===== config.mk =====
export PLATFORM = sky130hd
export DESIGN_NAME = cprs_reg_bank
export DESIGN_NICKNAME = d
export VERILOG_FILES = /design/src/design/cprs_pkg.sv /design/src/design/cprs_reg_bank.sv
export VERILOG_INCLUDE_DIRS = /design/src /design/src/design
export SDC_FILE = /design/constraint.sdc
export NUM_CORES = 1
export LEC_CHECK = 0
export BUFFER_PORTS_ARGS = -buffer_cell sky130_fd_sc_hd__buf_2
export CAP_MARGIN = 0
export CORE_MARGIN = 4
export CORE_UTILIZATION = 51
export CTS_CLUSTER_DIAMETER = 30
export CTS_CLUSTER_SIZE = 12
export DETAILED_ROUTE_END_ITERATION = 16
export PLACE_DENSITY = 0.8
export SYNTH_ARGS = -nofsm -noshare
export SYNTH_HDL_FRONTEND = slang
export SYNTH_SLANG_ARGS = --single-unit

===== constraint.sdc =====
create_clock -name mclk -period 4.4 [get_ports mclk]
set_input_delay 0.22 -clock mclk [delete_from_list [all_inputs] [get_ports mclk]]
set_output_delay 0.22 -clock mclk [all_outputs]
set_load 0.005 [all_outputs]

===== src/design/cprs_params.svh =====
/*
 Register offsets, reset values, field positions and timing counts for the
 codec page, reset and sleep register bank. Included by the package user.
*/
`ifndef CPRS_PARAMS_SVH
`define CPRS_PARAMS_SVH

// Register offsets.
`define CPRS_OFS_PAGE    8'h00
`define CPRS_OFS_SWRST   8'h01
`define CPRS_OFS_REFCFG  8'h02
`define CPRS_OFS_SUPSTS  8'h03
`define CPRS_OFS_DAC1BA  8'h69
`define CPRS_OFS_DAC1BB  8'h6A
`define CPRS_OFS_OUT2A   8'h6B
`define CPRS_OFS_OUT2B   8'h6C
`define CPRS_OFS_OUT2C   8'h6D
`define CPRS_OFS_DAC2AA  8'h6E
`define CPRS_OFS_DAC2AB  8'h6F
`define CPRS_OFS_DAC2BA  8'h70
`define CPRS_OFS_DAC2BB  8'h71
`define CPRS_OFS_DSPA    8'h72
`define CPRS_OFS_DSPB    8'h73
`define CPRS_OFS_CHEN    8'h76
`define CPRS_OFS_DYNPU   8'h77
`define CPRS_OFS_PWR     8'h78
`define CPRS_OFS_STS1    8'h79
`define CPRS_OFS_STS2    8'h7A
`define CPRS_OFS_CKSUM   8'h7E

// Reset values.
`define CPRS_RST_ZERO    8'h00
`define CPRS_RST_DACA    8'hC9
`define CPRS_RST_DACB    8'h80
`define CPRS_RST_OUT     8'h20
`define CPRS_RST_DSP     8'h18
`define CPRS_RST_CHEN    8'hCC
`define CPRS_RST_STS2    8'h80

// Writable masks and field positions.
`define CPRS_MASK_REFCFG 8'h3F
`define CPRS_BIT_SWRST   0
`define CPRS_BIT_AWAKE   0
`define CPRS_BIT_IORANGE 1
`define CPRS_BIT_ASUP    2
`define CPRS_BIT_WAKEREF 3
`define CPRS_FLD_QCHG_LO 4
`define CPRS_BIT_AOVR    7
`define CPRS_BIT_IOOVR   6

// Quick-charge durations in microseconds, then cycles at 100 MHz.
`define CPRS_CLK_MHZ     100
`define CPRS_QCHG0_US    3500
`define CPRS_QCHG1_US    10000
`define CPRS_QCHG2_US    50000
`define CPRS_QCHG3_US    100000
`define CPRS_QCHG0_CYC   (`CPRS_QCHG0_US * `CPRS_CLK_MHZ)
`define CPRS_QCHG1_CYC   (`CPRS_QCHG1_US * `CPRS_CLK_MHZ)
`define CPRS_QCHG2_CYC   (`CPRS_QCHG2_US * `CPRS_CLK_MHZ)
`define CPRS_QCHG3_CYC   (`CPRS_QCHG3_US * `CPRS_CLK_MHZ)

`endif


===== src/design/cprs_pkg.sv =====
/*
 Types shared by the codec page, reset and sleep register bank.
 Assumes cprs_params.svh is on the include path.
*/
package cprs_pkg;
   // Number of stored page-0 configuration bytes at the top of the map.
   localparam int CFG_COUNT = 15;

   typedef logic [7:0] cprs_byte_t;

   typedef enum logic [1:0] {
      CPRS_SLEEP,
      CPRS_CHARGE,
      CPRS_AWAKE
   } cprs_state_t;

   typedef struct packed {
      cprs_byte_t                 page;
      logic [5:0]                 refCfg;
      cprs_byte_t [CFG_COUNT-1:0] cfg;
      logic                       readValid;
      cprs_state_t                state;
      logic [23:0]                chargeCount;
      logic                       analogOverride;
      logic                       ioOverride;
      cprs_byte_t                 readData;
   } cprs_regs_t;
endpackage


===== src/design/cprs_reg_bank.sv =====
/*
 Page, software reset and reference/sleep register bank of an audio codec,
 with the stored default entries at the top of page 0.
 Assumes an I2C target in front of it that turns bus transactions into one
 cycle write and read strobes with an 8-bit offset, synchronous to mclk.
 The supply comparators arrive as levels synchronous to mclk.
 Only one strobe is expected per cycle; a read and a write together are
 both honoured, the read returning the value from before the write,
 unless the write fires the software reset, which drops the read.
 Pages other than zero hold no storage here: writes to them are dropped
 and reads return zero, apart from the page selector itself.
 Quick-charge lengths are counted in mclk cycles, so they are only right
 while mclk runs at the rate the timing counts were built for.
 Status bytes one and two report fixed values; the blocks they describe lie outside.
 The supply override flags are read back on page zero next to the
 reference configuration, one cycle behind their comparators.
*/
// Notes on behaviour
// - Offset zero holds eight-bit read/write page selector.
// - Page selector reads zero after any reset.
// - Writing one to reset bit restores all defaults.
// - Bits 5-4 pick reference quick-charge duration.
// - Bit 3 picks what wakes on sleep exit.
// - Bit 2 selects analog supply mode.
// - Bit 1 selects I/O supply range.
// - Bit 0 low keeps device asleep.
// - Channel enable register resets to 0xCC.
// - Status two reads 0x80, status one zero.
// - High analog supply forces mode zero, flags.
// - High I/O supply forces mode zero, flags.
`timescale 1ns/1ns
`default_nettype none
`include "cprs_params.svh"

module cprs_reg_bank (
   // Clock and reset.
   input  wire logic              mclk,
   input  wire logic              srst,
   // Register port from the control interface.
   input  wire logic              regWrite,
   input  wire logic              regRead,
   input  wire logic [7:0]        regAddr,
   input  wire cprs_pkg::cprs_byte_t regWdata,
   output logic                   regRvalid,
   output cprs_pkg::cprs_byte_t   regRdata,
   // Supply comparators.
   input  wire logic              analogSupplyHigh,
   input  wire logic              ioSupplyHigh,
   // Power control outputs, page selector and channel enables.
   output logic                   awakeControlN,
   output logic                   digitalCoreRegulatorOn,
   output logic                   voltageReferenceOn,
   output logic                   referenceFastCharge,
   output logic                   analogSupplySelect,
   output logic                   ioSupplyRange,
   output cprs_pkg::cprs_byte_t   pageSelect,
   output cprs_pkg::cprs_byte_t   channelEnables
);
   import cprs_pkg::*;

   // Offsets of the stored configuration bytes in map order; an entry's index
   // is the index of its byte in the state struct.
   localparam cprs_byte_t CFG_OFS [CFG_COUNT] = '{
      `CPRS_OFS_DAC1BA,
      `CPRS_OFS_DAC1BB,
      `CPRS_OFS_OUT2A,
      `CPRS_OFS_OUT2B,
      `CPRS_OFS_OUT2C,
      `CPRS_OFS_DAC2AA,
      `CPRS_OFS_DAC2AB,
      `CPRS_OFS_DAC2BA,
      `CPRS_OFS_DAC2BB,
      `CPRS_OFS_DSPA,
      `CPRS_OFS_DSPB,
      `CPRS_OFS_CHEN,
      `CPRS_OFS_DYNPU,
      `CPRS_OFS_PWR,
      `CPRS_OFS_CKSUM};
   // Reset values in the same order.
   localparam cprs_byte_t CFG_RST [CFG_COUNT] = '{
      `CPRS_RST_DACA,
      `CPRS_RST_DACB,
      `CPRS_RST_OUT,
      `CPRS_RST_OUT,
      `CPRS_RST_OUT,
      `CPRS_RST_DACA,
      `CPRS_RST_DACB,
      `CPRS_RST_DACA,
      `CPRS_RST_DACB,
      `CPRS_RST_DSP,
      `CPRS_RST_DSP,
      `CPRS_RST_CHEN,
      `CPRS_RST_ZERO,
      `CPRS_RST_ZERO,
      `CPRS_RST_ZERO};
   // Channel enables also leave the bank as a port of their own.
   localparam int CHEN_IDX  = 11;

   // All state of the bank lives in one struct; next_regs is its next value.
   cprs_regs_t regs;
   cprs_regs_t next_regs;

   // Reset image shared by srst and the software reset bit.
   // Everything not named here, read data and the counter included, is zero.
   function automatic cprs_regs_t resetImage();
      cprs_regs_t r;
      r                = '0;
      r.page           = `CPRS_RST_ZERO;
      r.state          = CPRS_SLEEP;
      for (int i = 0; i < CFG_COUNT; i++) begin
         r.cfg[i] = CFG_RST[i];
      end
      return r;
   endfunction

   // Offset match used by both the write and the read decode.
   function automatic logic hitAt(input logic [7:0] a, input cprs_byte_t ofs);
      return a == ofs;
   endfunction

   // Quick-charge length in cycles for a duration code.
   // The longest count fills most of 24 bits; a faster mclk needs a wider one.
   function automatic logic [23:0] chargeCycles(input logic [1:0] code);
      case (code)
         2'd0:    return 24'(`CPRS_QCHG0_CYC);
         2'd1:    return 24'(`CPRS_QCHG1_CYC);
         2'd2:    return 24'(`CPRS_QCHG2_CYC);
         default: return 24'(`CPRS_QCHG3_CYC);
      endcase
   endfunction

   // Mode bits as the host should see them while a supply comparator is high.
   // The stored copy is left alone, so the host's own setting comes back by
   // itself once the supply drops again.
   function automatic logic [5:0] forcedRefCfg(input logic [5:0] cfg,
                                               input logic       aHigh,
                                               input logic       ioHigh);
      logic [5:0] f;
      f = cfg;
      if (aHigh) begin
         f[`CPRS_BIT_ASUP] = 1'b0;
      end
      if (ioHigh) begin
         f[`CPRS_BIT_IORANGE] = 1'b0;
      end
      return f;
   endfunction

   logic                 onPageZero;
   logic                 softReset;
   logic [5:0]           refEffective;
   logic [CFG_COUNT-1:0] cfgHit;

   // Offset zero is decoded on every page so the host can always leave;
   // everything else is decoded on page zero only.
   assign onPageZero   = (regs.page == 8'h00);
   assign softReset    = regWrite && onPageZero && hitAt(regAddr, `CPRS_OFS_SWRST)
                         && regWdata[`CPRS_BIT_SWRST];
   assign refEffective = forcedRefCfg(regs.refCfg, analogSupplyHigh, ioSupplyHigh);

   // One hit line per stored byte, shared by the write and the read decode.
   // The stored bytes have no side effects, so a hit is all either needs.
   for (genvar i = 0; i < CFG_COUNT; i++) begin : g_cfg_hit
      assign cfgHit[i] = onPageZero && hitAt(regAddr, CFG_OFS[i]);
   end

   // Next-state logic for the whole bank.
   always_comb begin
      next_regs = regs;
      // The read answer is a one-cycle pulse; the read data itself holds.
      next_regs.readValid      = regRead;
      next_regs.analogOverride = analogSupplyHigh;
      next_regs.ioOverride     = ioSupplyHigh;

      // Register writes; reserved bits are masked off on the way in. A write
      // to the reset register stores nothing: its bit only fires the reset.
      if (regWrite) begin
         // The page selector answers on every page, so no page strands the host.
         if (hitAt(regAddr, `CPRS_OFS_PAGE)) begin
            next_regs.page = regWdata;
         end
         if (onPageZero && hitAt(regAddr, `CPRS_OFS_REFCFG)) begin
            next_regs.refCfg = 6'(regWdata & `CPRS_MASK_REFCFG);
         end
         for (int i = 0; i < CFG_COUNT; i++) begin
            if (cfgHit[i]) begin
               next_regs.cfg[i] = regWdata;
            end
         end
      end

      // Sleep and reference quick-charge sequencing. Clearing the awake bit
      // ends a charge at once; a charge cut short starts from the full count
      // on the next wake, since the capacitor state is not known here.
      case (regs.state)
         CPRS_SLEEP: begin
            // Holding the counter at zero keeps a stale count out of a wake.
            next_regs.chargeCount = '0;
            if (regs.refCfg[`CPRS_BIT_AWAKE]) begin
               if (regs.refCfg[`CPRS_BIT_WAKEREF]) begin
                  next_regs.state       = CPRS_CHARGE;
                  next_regs.chargeCount =
                     chargeCycles(regs.refCfg[5:4]);
               end else begin
                  next_regs.state = CPRS_AWAKE;
               end
            end
         end
         CPRS_CHARGE: begin
            // The count is loaded on entry, so it never starts at zero here.
            if (!regs.refCfg[`CPRS_BIT_AWAKE]) begin
               next_regs.state = CPRS_SLEEP;
            end else if (regs.chargeCount <= 24'h00_0001) begin
               next_regs.state       = CPRS_AWAKE;
               next_regs.chargeCount = '0;
            end else begin
               next_regs.chargeCount = regs.chargeCount - 24'h00_0001;
            end
         end
         CPRS_AWAKE: begin
            // Mode bits may change freely here; only the awake bit ends it.
            if (!regs.refCfg[`CPRS_BIT_AWAKE]) begin
               next_regs.state = CPRS_SLEEP;
            end
         end
         default: begin
            // An unknown state code falls back to sleep, the safe state.
            next_regs.state = CPRS_SLEEP;
         end
      endcase

      // Read mux; unmapped offsets and, but for the page selector, other pages read zero. The data comes
      // from the registered state, bar the live comparators masking the reference byte, so a write in the same cycle is not seen.
      if (regRead) begin
         next_regs.readData = 8'h00;
         if (hitAt(regAddr, `CPRS_OFS_PAGE)) begin
            next_regs.readData = regs.page;
         end else if (onPageZero) begin
            // The reset bit clears itself, so it always reads back as zero.
            if (hitAt(regAddr, `CPRS_OFS_SWRST)) begin
               next_regs.readData = 8'h00;
            end else if (hitAt(regAddr, `CPRS_OFS_REFCFG)) begin
               next_regs.readData = {2'b00, refEffective};
            end else if (hitAt(regAddr, `CPRS_OFS_SUPSTS)) begin
               next_regs.readData = {regs.analogOverride, regs.ioOverride,
                                     6'h00};
            end else if (hitAt(regAddr, `CPRS_OFS_STS1)) begin
               next_regs.readData = 8'h00;
            end else if (hitAt(regAddr, `CPRS_OFS_STS2)) begin
               next_regs.readData = `CPRS_RST_STS2;
            end else begin
               for (int i = 0; i < CFG_COUNT; i++) begin
                  if (cfgHit[i]) begin
                     next_regs.readData = regs.cfg[i];
                  end
               end
            end
         end
      end

      // Software reset wins over everything else in the same cycle. A read
      // in that cycle is dropped rather than answered with stale data.
      if (softReset) begin
         next_regs = resetImage();
      end
   end

   // State register. The reset image is the one the software reset loads,
   // so both kinds of reset leave the bank in exactly the same state.
   always_ff @(posedge mclk) begin
      if (srst) begin
         regs <= resetImage();
      end else begin
         regs <= next_regs;
      end
   end

   // Outputs, all from flip-flops; the read answer comes one cycle after
   // its strobe.
   assign regRvalid              = regs.readValid;
   assign regRdata               = regs.readData;
   assign pageSelect             = regs.page;
   assign channelEnables         = regs.cfg[CHEN_IDX];
   assign awakeControlN          = regs.refCfg[`CPRS_BIT_AWAKE];

   // Core regulator, reference and fast-charge controls follow the sequencer state, so a
   // wake with the reference enabled always passes through the charge state; the supply selects follow their bits, held low by the registered overrides.
   assign digitalCoreRegulatorOn = (regs.state != CPRS_SLEEP);
   assign voltageReferenceOn     = (regs.state != CPRS_SLEEP)
                                   && regs.refCfg[`CPRS_BIT_WAKEREF];
   assign referenceFastCharge    = (regs.state == CPRS_CHARGE);
   assign analogSupplySelect     = regs.refCfg[`CPRS_BIT_ASUP]
                                   && !regs.analogOverride;
   assign ioSupplyRange          = regs.refCfg[`CPRS_BIT_IORANGE]
                                   && !regs.ioOverride;
endmodule

`default_nettype wire


=== After elaboration in Yosys (flattened, before gate mapping) ===
Index checks and enable logic that the tools add are counted.

* Word-level logic and storage cells: 138
* Output and inout bits: 31
* Bits in registers: 171

* Magnitude comparators: 1
* Add/sub/neg operators: 1
* Mux-type cells: 35
* Reductions and logical operators: 50
* Equal/unequal tests: 28

{| class="wikitable"
|+ Operators with widths
! operator !! count
|-
| $mux W8 || 22
|-
| $eq A8 B7 Y1 const B || 17
|-
| $mux W24 || 3
|-
| $pmux W24 S3 || 1
|-
| $pmux W24 S2 || 1
|-
| $reduce_and A2 Y1 || 18
|-
| $mux W26 || 1
|-
| $le A24 B1 Y1 const B || 1
|-
| $sub A24 B1 Y24 const B || 1
|-
| $logic_and A1 B1 Y1 || 22
|-
| $eq A8 B2 Y1 const B || 2
|-
| $logic_not A8 Y1 || 2
|-
| $eq A8 B1 Y1 const B || 1
|-
| $mux W2 || 4
|-
| $pmux W2 S3 || 1
|-
| $eq A2 B1 Y1 const B || 2
|-
| $eq A2 B2 Y1 const B || 2
|-
| $logic_not A2 Y1 || 2
|-
| $ne A2 B2 Y1 const B || 2
|-
| $reduce_bool A2 Y1 || 2
|-
| $ne A3 B2 Y1 const B || 1
|-
| $reduce_and A3 Y1 || 1
|-
| $logic_not A1 Y1 || 2
|-
| $mux W1 || 2
|-
| other kinds (2) || 2
|}

=== Longest topological paths before layout ===
Gate-level depths: netlist of run 1.

* Word-level depth: 24
* Mapped depth: 10
* Depth with buffers taken out: 9

=== Worst setup path before layout of run 1 ===
Ideal clock, no wire load.

* Path kind: register to register
* Start point: register regs, in the netlist pageSelect[0]
* End point: register regs, in the netlist regRdata[5]
* Setup slack: 2.010 ns
* Setup time: 0.135 ns
* Data required time: 4.265 ns
* Stages on the path, launching flop included: 10
* Arrival: 2.256 ns
* Cells stage by stage: dfxtp_1 or4_4 buf_6 or4_1 buf_2 o22ai_2 a21oi_1 o31a_1 o21ai_2 a31oi_1

* Longest elaborated chain between the ends: 24
* Elaborated cells on any way between the ends: 42

{| class="wikitable"
|+ RTL lines
! item !! line !! RTL
|-
| start: declaration || cprs_reg_bank.sv:100 || <nowiki>cprs_regs_t regs;</nowiki>
|-
| start signal: assignment || cprs_reg_bank.sv:272 || <nowiki>regs <= resetImage();</nowiki>
|-
| start signal: assignment || cprs_reg_bank.sv:274 || <nowiki>regs <= next_regs;</nowiki>
|-
| $logic_not A8 Y1 * || cprs_reg_bank.sv:156 || <nowiki>assign onPageZero = (regs.page == 8'h00);</nowiki>
|-
| $logic_and A1 B1 Y1 || cprs_reg_bank.sv:164 || <nowiki>assign cfgHit[i] = onPageZero && hitAt(regAddr, CFG_OFS[i]);</nowiki>
|-
| $mux W8 (15 in a row) || cprs_reg_bank.sv:253 || <nowiki>if (cfgHit[i]) begin</nowiki>
|-
| $mux W8 || cprs_reg_bank.sv:249 || <nowiki>end else if (hitAt(regAddr, `CPRS_OFS_STS2)) begin</nowiki>
|-
| $mux W8 || cprs_reg_bank.sv:247 || <nowiki>end else if (hitAt(regAddr, `CPRS_OFS_STS1)) begin</nowiki>
|-
| $mux W8 || cprs_reg_bank.sv:244 || <nowiki>end else if (hitAt(regAddr, `CPRS_OFS_SUPSTS)) begin</nowiki>
|-
| $mux W8 || cprs_reg_bank.sv:242 || <nowiki>end else if (hitAt(regAddr, `CPRS_OFS_REFCFG)) begin</nowiki>
|-
| $mux W8 || cprs_reg_bank.sv:240 || <nowiki>if (hitAt(regAddr, `CPRS_OFS_SWRST)) begin</nowiki>
|-
| $mux W8 || cprs_reg_bank.sv:238 || <nowiki>end else if (onPageZero) begin</nowiki>
|-
| $mux W8 || cprs_reg_bank.sv:236 || <nowiki>if (hitAt(regAddr, `CPRS_OFS_PAGE)) begin</nowiki>
|}

Mark *: on every way between the ends. The rest lies on a longest branch, timed or not.
A chain may end at the register's enable or synchronous reset.

=== Final worst setup path of run 1 ===
* Start point: register regs, in the netlist pageSelect[0]
* End point: register regs, in the netlist regRdata[2]

Same word-level chain as after synthesis.

==> results of run 1 <==
-- stage by stage --
step,power (mW),util [%],hold slack [ns],cell area (um2),worst slack [ns]
after floorplan,1.70,-,0.342,8540,2.01
after global placement,1.77,52.8,0.434,8700,1.59
after detailed placement,1.77,52.8,0.438,8700,1.53
after CTS,3.37,56.7,0.00809,9340,1.51
final,3.36,56.7,0.0151,9340,1.43
after global routing,3.46,56.7,0.0107,9340,1.26
-- Yosys cell counts (5+ instances only) --
cell / n / area [um2]
nand2_1: 271 / 1020
dfxtp_1: 171 / 3420
a21oi_1: 146 / 731
nor2_1: 83 / 312
clkbuf_1: 67 / 251
nand3_1: 63 / 315
o21ai_0: 42 / 210
mux2i_1: 25 / 250
buf_4: 24 / 180
nor3_1: 22 / 110
inv_1: 14 / 52.6
and3_1: 12 / 75.1
nand4_1: 12 / 75.1
nor4_1: 11 / 68.8
and2_1: 10 / 62.6
o22ai_1: 10 / 62.6
a221oi_1: 9 / 78.8
a22oi_1: 8 / 60.1
a31oi_1: 8 / 50.1
ha_1: 8 / 100
mux2_2: 7 / 78.8
nand2b_1: 7 / 43.8
or3_1: 7 / 43.8
o221ai_1: 6 / 52.6
a211oi_1: 5 / 37.5
o32ai_1: 5 / 43.8
or2_2: 5 / 31.3
or4_1: 5 / 37.5
-- routing by layer --
| layer | vias to the layer above | global-route usage, % | part of all wire, % |
|---|---|---|---|
| met2 | 466 | 42.6 | 45 |
| met3 | 75 | 6.87 | 10 |
| met1 | 3930 | 38.6 | 42 |
| met4 | 0 | 10.6 | 3.2 |
| li1 | 3944 | - | - |
| met5 | - | 0 | 0 |
-- cell type report --
class                   count  area, um2  share of cell area, %
well taps                 220        275                   2.95
multi-input cells         857       4610                   49.4
flip-flops and latches    171       3420                   36.6
clock inverters             9        161                   1.73
repair buffers             61        343                   3.67
clock buffers              22        474                   5.08
inverters                  14       52.6                  0.562
-- kinds of logic after synthesis --
family / Yosys count / synth area share (%)
XOR/XNOR: 2 / 0.205
flip-flops: 171 / 40.1
adder cells (fa/ha/maj): 8 / 1.17
buffers and inverters: 114 / 6.21
multiplexers: 33 / 4.12
AND/OR/NAND/NOR: 534 / 28.5
AO/OA/AOI/OAI: 280 / 19.7
-- where the power goes --
part | switching [mW] | total (mW) | internal, mW | leakage [nW]
Combinational | 0.140 | 0.185 | 0.0448 | 1.88
Clock | 0.623 | 1.62 | 0.996 | 0.303
Sequential | 0.00418 | 1.56 | 1.55 | 1.38
-- how the worst max path moves through the flow --
stage                                           from                       end  slack (ns)  depth (start not counted)
after detailed placement  pageSelect[0]$_SDFFE_PP0P_    regs[110]$_SDFFE_PP0P_        1.53                          7
after floorplan           pageSelect[0]$_SDFFE_PP0P_  regRdata[5]$_SDFFE_PP0P_        2.01                          9
after global placement    pageSelect[0]$_SDFFE_PP0P_  regRdata[3]$_SDFFE_PP0P_        1.59                          7
final                     pageSelect[0]$_SDFFE_PP0P_  regRdata[2]$_SDFFE_PP0P_        1.43                          7
after global routing      pageSelect[0]$_SDFFE_PP0P_  regRdata[3]$_SDFFE_PP0P_        1.26                          7
after CTS                 pageSelect[0]$_SDFFE_PP0P_    regs[110]$_SDFFE_PP0P_        1.51                          7
-- flip-flops by register name (all words and copies together), names as in the netlist --
signal          count
awakeControlN       1
refEffective        3
regRdata            8
regs              142
regRvalid           1
pageSelect          8
channelEnables      8
-- timing repair --
| item | 4_1_cts | 5_1_grt |
|---|---|---|
| hold endpoints to repair | 1 | 0 |
| gates resized for setup | 0 | 0 |
| setup endpoints to repair | 0 | 0 |
| hold buffers | 1 | 0 |
==> reports/summary.txt, run 1 <==
Outcome: completed
Worst path bufs/invs: 0
Vias per cell: 6.21
Core Area: 16500 um2
Max Cap Viol: 0
Syn nets: 1172
Register area share after synthesis: 40.1%
Initial antenna violation count: 0
Pins over their slew limit: 0
ANT nets after route: 0
Slew @ Worst Pin: 0.929 ns
CP cell instances: nor4_2 -> nand3_1 -> nor3_1 -> a222oi_1 -> a21boi_0 -> nand3_1 -> a31o_2
Final Wtd Congestion: 1.01
Tcrit/Tclk final: 67.5%
Ant diodes: 0
Die Area: 18900 um2
Crit path max-delay family: simple AND/OR/NAND/NOR gates
Hold path cells: 2
Startpoint Class: register
Maximum vdd drop: 0.324 mV
Share of cells above drive strength 1: 10.2%
Yosys reg bits: 171
Via Count: 8415
Largest net degree at the start of global routing: 86
Commonest non-fill, non-tap cell in the layout: nand2_1
Worst-case clock buffer depth: 2
Nets@finish: 1152
Largest fanout on the critical path: 8
Required @ worst endpoint: 4.78 ns
Worst-Skew Late Latency: 0.43 ns
Starting Density: 51.8%
Largest stage delay, worst path: 0.81 ns
Post-Syn Area: 8540 um2
Clock-pin transition on the worst setup and hold timing paths: 0.06 ns
Placed insts: 1322
Vias in the first global route: 7722
CTS Buf Count: 17
PortBufs: 52
Critical Path Most Common Cell: nand3_1
Fin crit period: 2.97 ns
Setup TNS: 0 ns
EDFF count, synth: 0
Fin cells: 1354
Root Driver: clkbuf_16
Max_slew headroom: 37.5%
Final setup vio count: 0
Fin. Hold Viols: 0
Gr usage total: 28.1%
Fillers: 1566
Arrival time at the worst endpoint: 3.35 ns
Most frequent cells in the layout: 271 x nand2_1, 171 x dfxtp_1, 146 x a21oi_1
FF-to-FF End: regRdata[2]$_SDFFE_PP0P_
CTS tree: built
Sink Count: 171
Synthesized instance count: 1142
DRT iter0 DRCs: 916
Drt total wl: 26.4 mm
Pre-antenna DRT Iters: 5
DR DRC count: 0
FF-to-FF Start: pageSelect[0]$_SDFFE_PP0P_
FFs w/ async S/R, synth: 0%
Die Wd: 137 um
Cell row count: 47
Critical path capture point type: register
Area delta synth->final: 9.44%
FF-to-FF path depth: 7
DP HPWL: 17.4 mm
Yosys Warn Count: 0
First-pass GRT wire length: 41.3 mm
RSZ-0062 raised after global routing: no
GRT overflow: 0
R2R Setup Slk: 1.43 ns
Post-Syn Area per Cell: 7.48 um2
Hold Path Sink: regs[9]$_SDFF_PP0_
Detailed-route wire length per cell: 19.5 um
Kind of critical path: register to register
Clock Skews: 0.00602 ns
Fmax: 337 MHz
Postcts setup bufs: 0
Critical path's slowest cell: nor4_2
Post-synth cell types: 69
P_leak: 3.56 nW
H-tree Lvls: 4
Prevailing post-synth register cell: dfxtp_1
IO Count: 53
Power per cell area: 360 nW/um2
Worst Hold Class: input pin to register
Worst hold path startpoint: analogSupplyHigh
Die Height: 137 um
No activity file was read; power rests on OpenSTA's default activity.
==> run 2, diff against run 1 <==
Settings changed: ABC_AREA set to 1, PLACE_DENSITY 0.8 to 0.82.
Clock period 4.4 ns to 2.4 ns, I/O delays scaled along.
==> reports/summary.txt, run 2 <==
Yosys reg bits: 171 (unchanged)
Area delta synth->final: 13.3%
DP HPWL: 18.6 mm (+6.8%)
Fmax: 423 MHz (+26%)
Fin cells: 1523 (+12%)
Root Driver: clkbuf_16
Kind of critical path: register to register
Placed insts: 1478 (+12%)
Vias in the first global route: 7915 (+2.5%)
Util after Layout: 59.1% (+2.4 points)
Required @ worst endpoint: 2.73 ns (-2.05 ns)
Via Count: 8628 (+2.5%)
Largest net degree at the start of global routing: 46 (-47%)
Worst-case clock buffer depth: 2 (unchanged)
Worst-Skew Late Latency: 0.44 ns (about the same)
Gr usage total: 26.7% (-1.4 points)
H-tree Lvls: 4 (unchanged)
PortBufs: 52 (unchanged)
Post-synth cell types: 46 (-33%)
Drt total wl: 26.1 mm (-1.1%)
GRT overflow: 0 (unchanged)
Syn nets: 1278 (+9.0%)
Synth top cells by count: 240 x nand2_1, 171 x dfxtp_1, 146 x inv_1
Die Area: 19200 um2 (+1.6%)
ANT nets after route: 0 (unchanged)
Die Height: 138 um (+0.79%)
First-pass GRT wire length: 41.4 mm (+0.25%)
Final setup vio count: 0 (unchanged)
Power per cell area: 596 nW/um2 (+66%)
Nets@finish: 1320 (+15%)
Pre-antenna DRT Iters: 7 (+2)
Core Area: 16600 um2 (+1.1%)
Detailed-route wire length per cell: 17.1 um (-12%)
Register area share after synthesis: 39.4% (-0.66 points)
Worst Hold Class: input pin to register
Most frequent cells in the layout: 237 x nand2_1, 163 x dfxtp_1, 141 x inv_1
Slew @ Worst Pin: 0.763 ns (-0.166 ns)
Synthesized instance count: 1248 (+9.3%)
Vias per cell: 5.67 (-8.8%)
Die Wd: 138 um (+0.79%)
Maximum vdd drop: 0.508 mV (+57%)
Commonest non-fill, non-tap cell in the layout: nand2_1
Arrival time at the worst endpoint: 2.69 ns (-0.66 ns)
Critical path capture point type: register
Outcome: completed
Prevailing post-synth register cell: dfxtp_1
Fillers: 1510 (-3.6%)
Top cell type by total area after synthesis: dfxtp_1
Post-Syn Area: 8680 um2 (+1.7%)
Max Cap Viol: 0 (unchanged)
Yosys Warn Count: 0 (unchanged)
Largest fanout on the critical path: 8 (unchanged)
Startpoint Class: register
EDFF count, synth: 0 (unchanged)
Largest register by flop count: regs
Fin crit period: 2.37 ns (-0.603 ns)
Starting Density: 52.2% (+0.31 points)
Count leader, synth: nand2_1
Max_slew headroom: 48.7% (+11 points)
Pins over their slew limit: 0 (unchanged)
IO Count: 53 (unchanged)
Sink Count: 171 (unchanged)
Number of flip-flops in the largest register: 142 (unchanged)
RSZ-0062 raised after global routing: yes
Ant diodes: 0 (unchanged)
Top cells by area, synth: dfxtp_1 39%, nand2_1 10%, a21oi_1 8.1%
Initial antenna violation count: 1 (+1)
Tcrit/Tclk final: 98.6% (+31 points)
CTS Buf Count: 17 (unchanged)
Final Wtd Congestion: 1.06 (+4.2%)
Clock Skews: 0.0103 ns (+0.00431 ns)
Clock-pin transition on the worst setup and hold timing paths: 0.07 ns (about the same)
P_leak: 4.05 nW (+14%)
Post-Syn Area per Cell: 6.96 um2 (-7.0%)
Share of the synthesized area in the top cell type: 39.4% (-0.66 points)
CTS tree: built
Fin. Hold Viols: 0 (unchanged)
DRT iter0 DRCs: 1049 (+15%)
Cell row count: 47 (unchanged)
FFs w/ async S/R, synth: 0% (unchanged)
Share of cells above drive strength 1: 15.4% (+5.2 points)
DR DRC count: 0 (unchanged)
==> run 2: cell type report <==
class / count / area (um2) / share of cell area (%)
Clock buffer: 20 / 457 / 4.64
Clock inverter: 12 / 113 / 1.15
Multi-Input combinational cell: 839 / 4300 / 43.7
Inverter: 167 / 634 / 6.45
Sequential cell: 171 / 3430 / 34.9
Tap cell: 220 / 275 / 2.80
Timing Repair Buffer: 94 / 622 / 6.32
==> run 2: path summary, 6_finish.rpt <==
check | endpoint | slack, ns | startpoint | depth (start not counted)
worst max-delay path | regRdata[4]$_SDFFE_PP0P_ | 0.03 | pageSelect[0]$_SDFFE_PP0P_ | 14
worst min register to register | regs[152]$_SDFFE_PP0P_ | 0.45 | regs[152]$_SDFFE_PP0P_ | 2
worst min-delay path | regRdata[2]$_SDFFE_PP0P_ | 0.11 | regRead | 3
worst max register to register | regRdata[4]$_SDFFE_PP0P_ | 0.03 | pageSelect[0]$_SDFFE_PP0P_ | 14
==> run 2: what timing repair did <==
| item | CTS | global route |
|---|---|---|
| hold endpoints to repair | 2 | 0 |
| resized for setup | 0 | 29 |
| setup endpoints to repair | 0 | 27 |
| hold buffers | 2 | 0 |
| buffers inserted | 0 | 11 |
==> run 2: kinds of logic after synthesis <==
kind of cell	synth area share [%]
simple gates	27.8
compound gates	19.0
buf+inv	11.7
flops	39.4
xor+xnor	0.807
fa+ha+maj	1.15
==> run 2: stage by stage <==
step           setup WS (ns)  TNS [ns]  total power, mW  cell area [um2]  hold slack [ns]
2_1_floorplan          0.460         0             3.10             8680            0.255
3_3_place_gp          0.0409         0             3.23             9090            0.357
3_5_place_dp          0.0435         0             3.23             9090            0.379
4_1_cts              0.00262         0             5.87             9680           0.0943
5_1_grt              -0.0417    -0.184             6.02             9830            0.111
6_report              0.0343         0             5.86             9830            0.110
==> run 2: per-layer routing <==
layer	up-vias	part of all wire, %	GRT usage, %
met2	391	46	42.7
li1	4179	-	-
met1	3999	43	35.9
met5	-	0	0
met4	0	3.1	10.1
met3	59	7.3	5.01
==> run 2: where the power goes <==
| group | internal, mW | total, mW | switching, mW |
|---|---|---|---|
| Combinational | 0.0838 | 0.317 | 0.233 |
| Clock | 1.49 | 2.68 | 1.19 |
| Sequential | 2.85 | 2.86 | 0.0121 |
==> run 2: worst max-delay path: stages (launching register included) <==
cell,delay [ns]
dfxtp_2,0.34
nor2_2,0.12
nand2_2,0.08
nor2_4,0.33
buf_4,0.21
nand3_2,0.15
o21ai_1,0.13
o21bai_1,0.15
nand4_1,0.15
nor2_1,0.19
nand4_1,0.14
nand2_1,0.09
nand2_1,0.05
nand2_1,0.06
a21oi_1,0.05
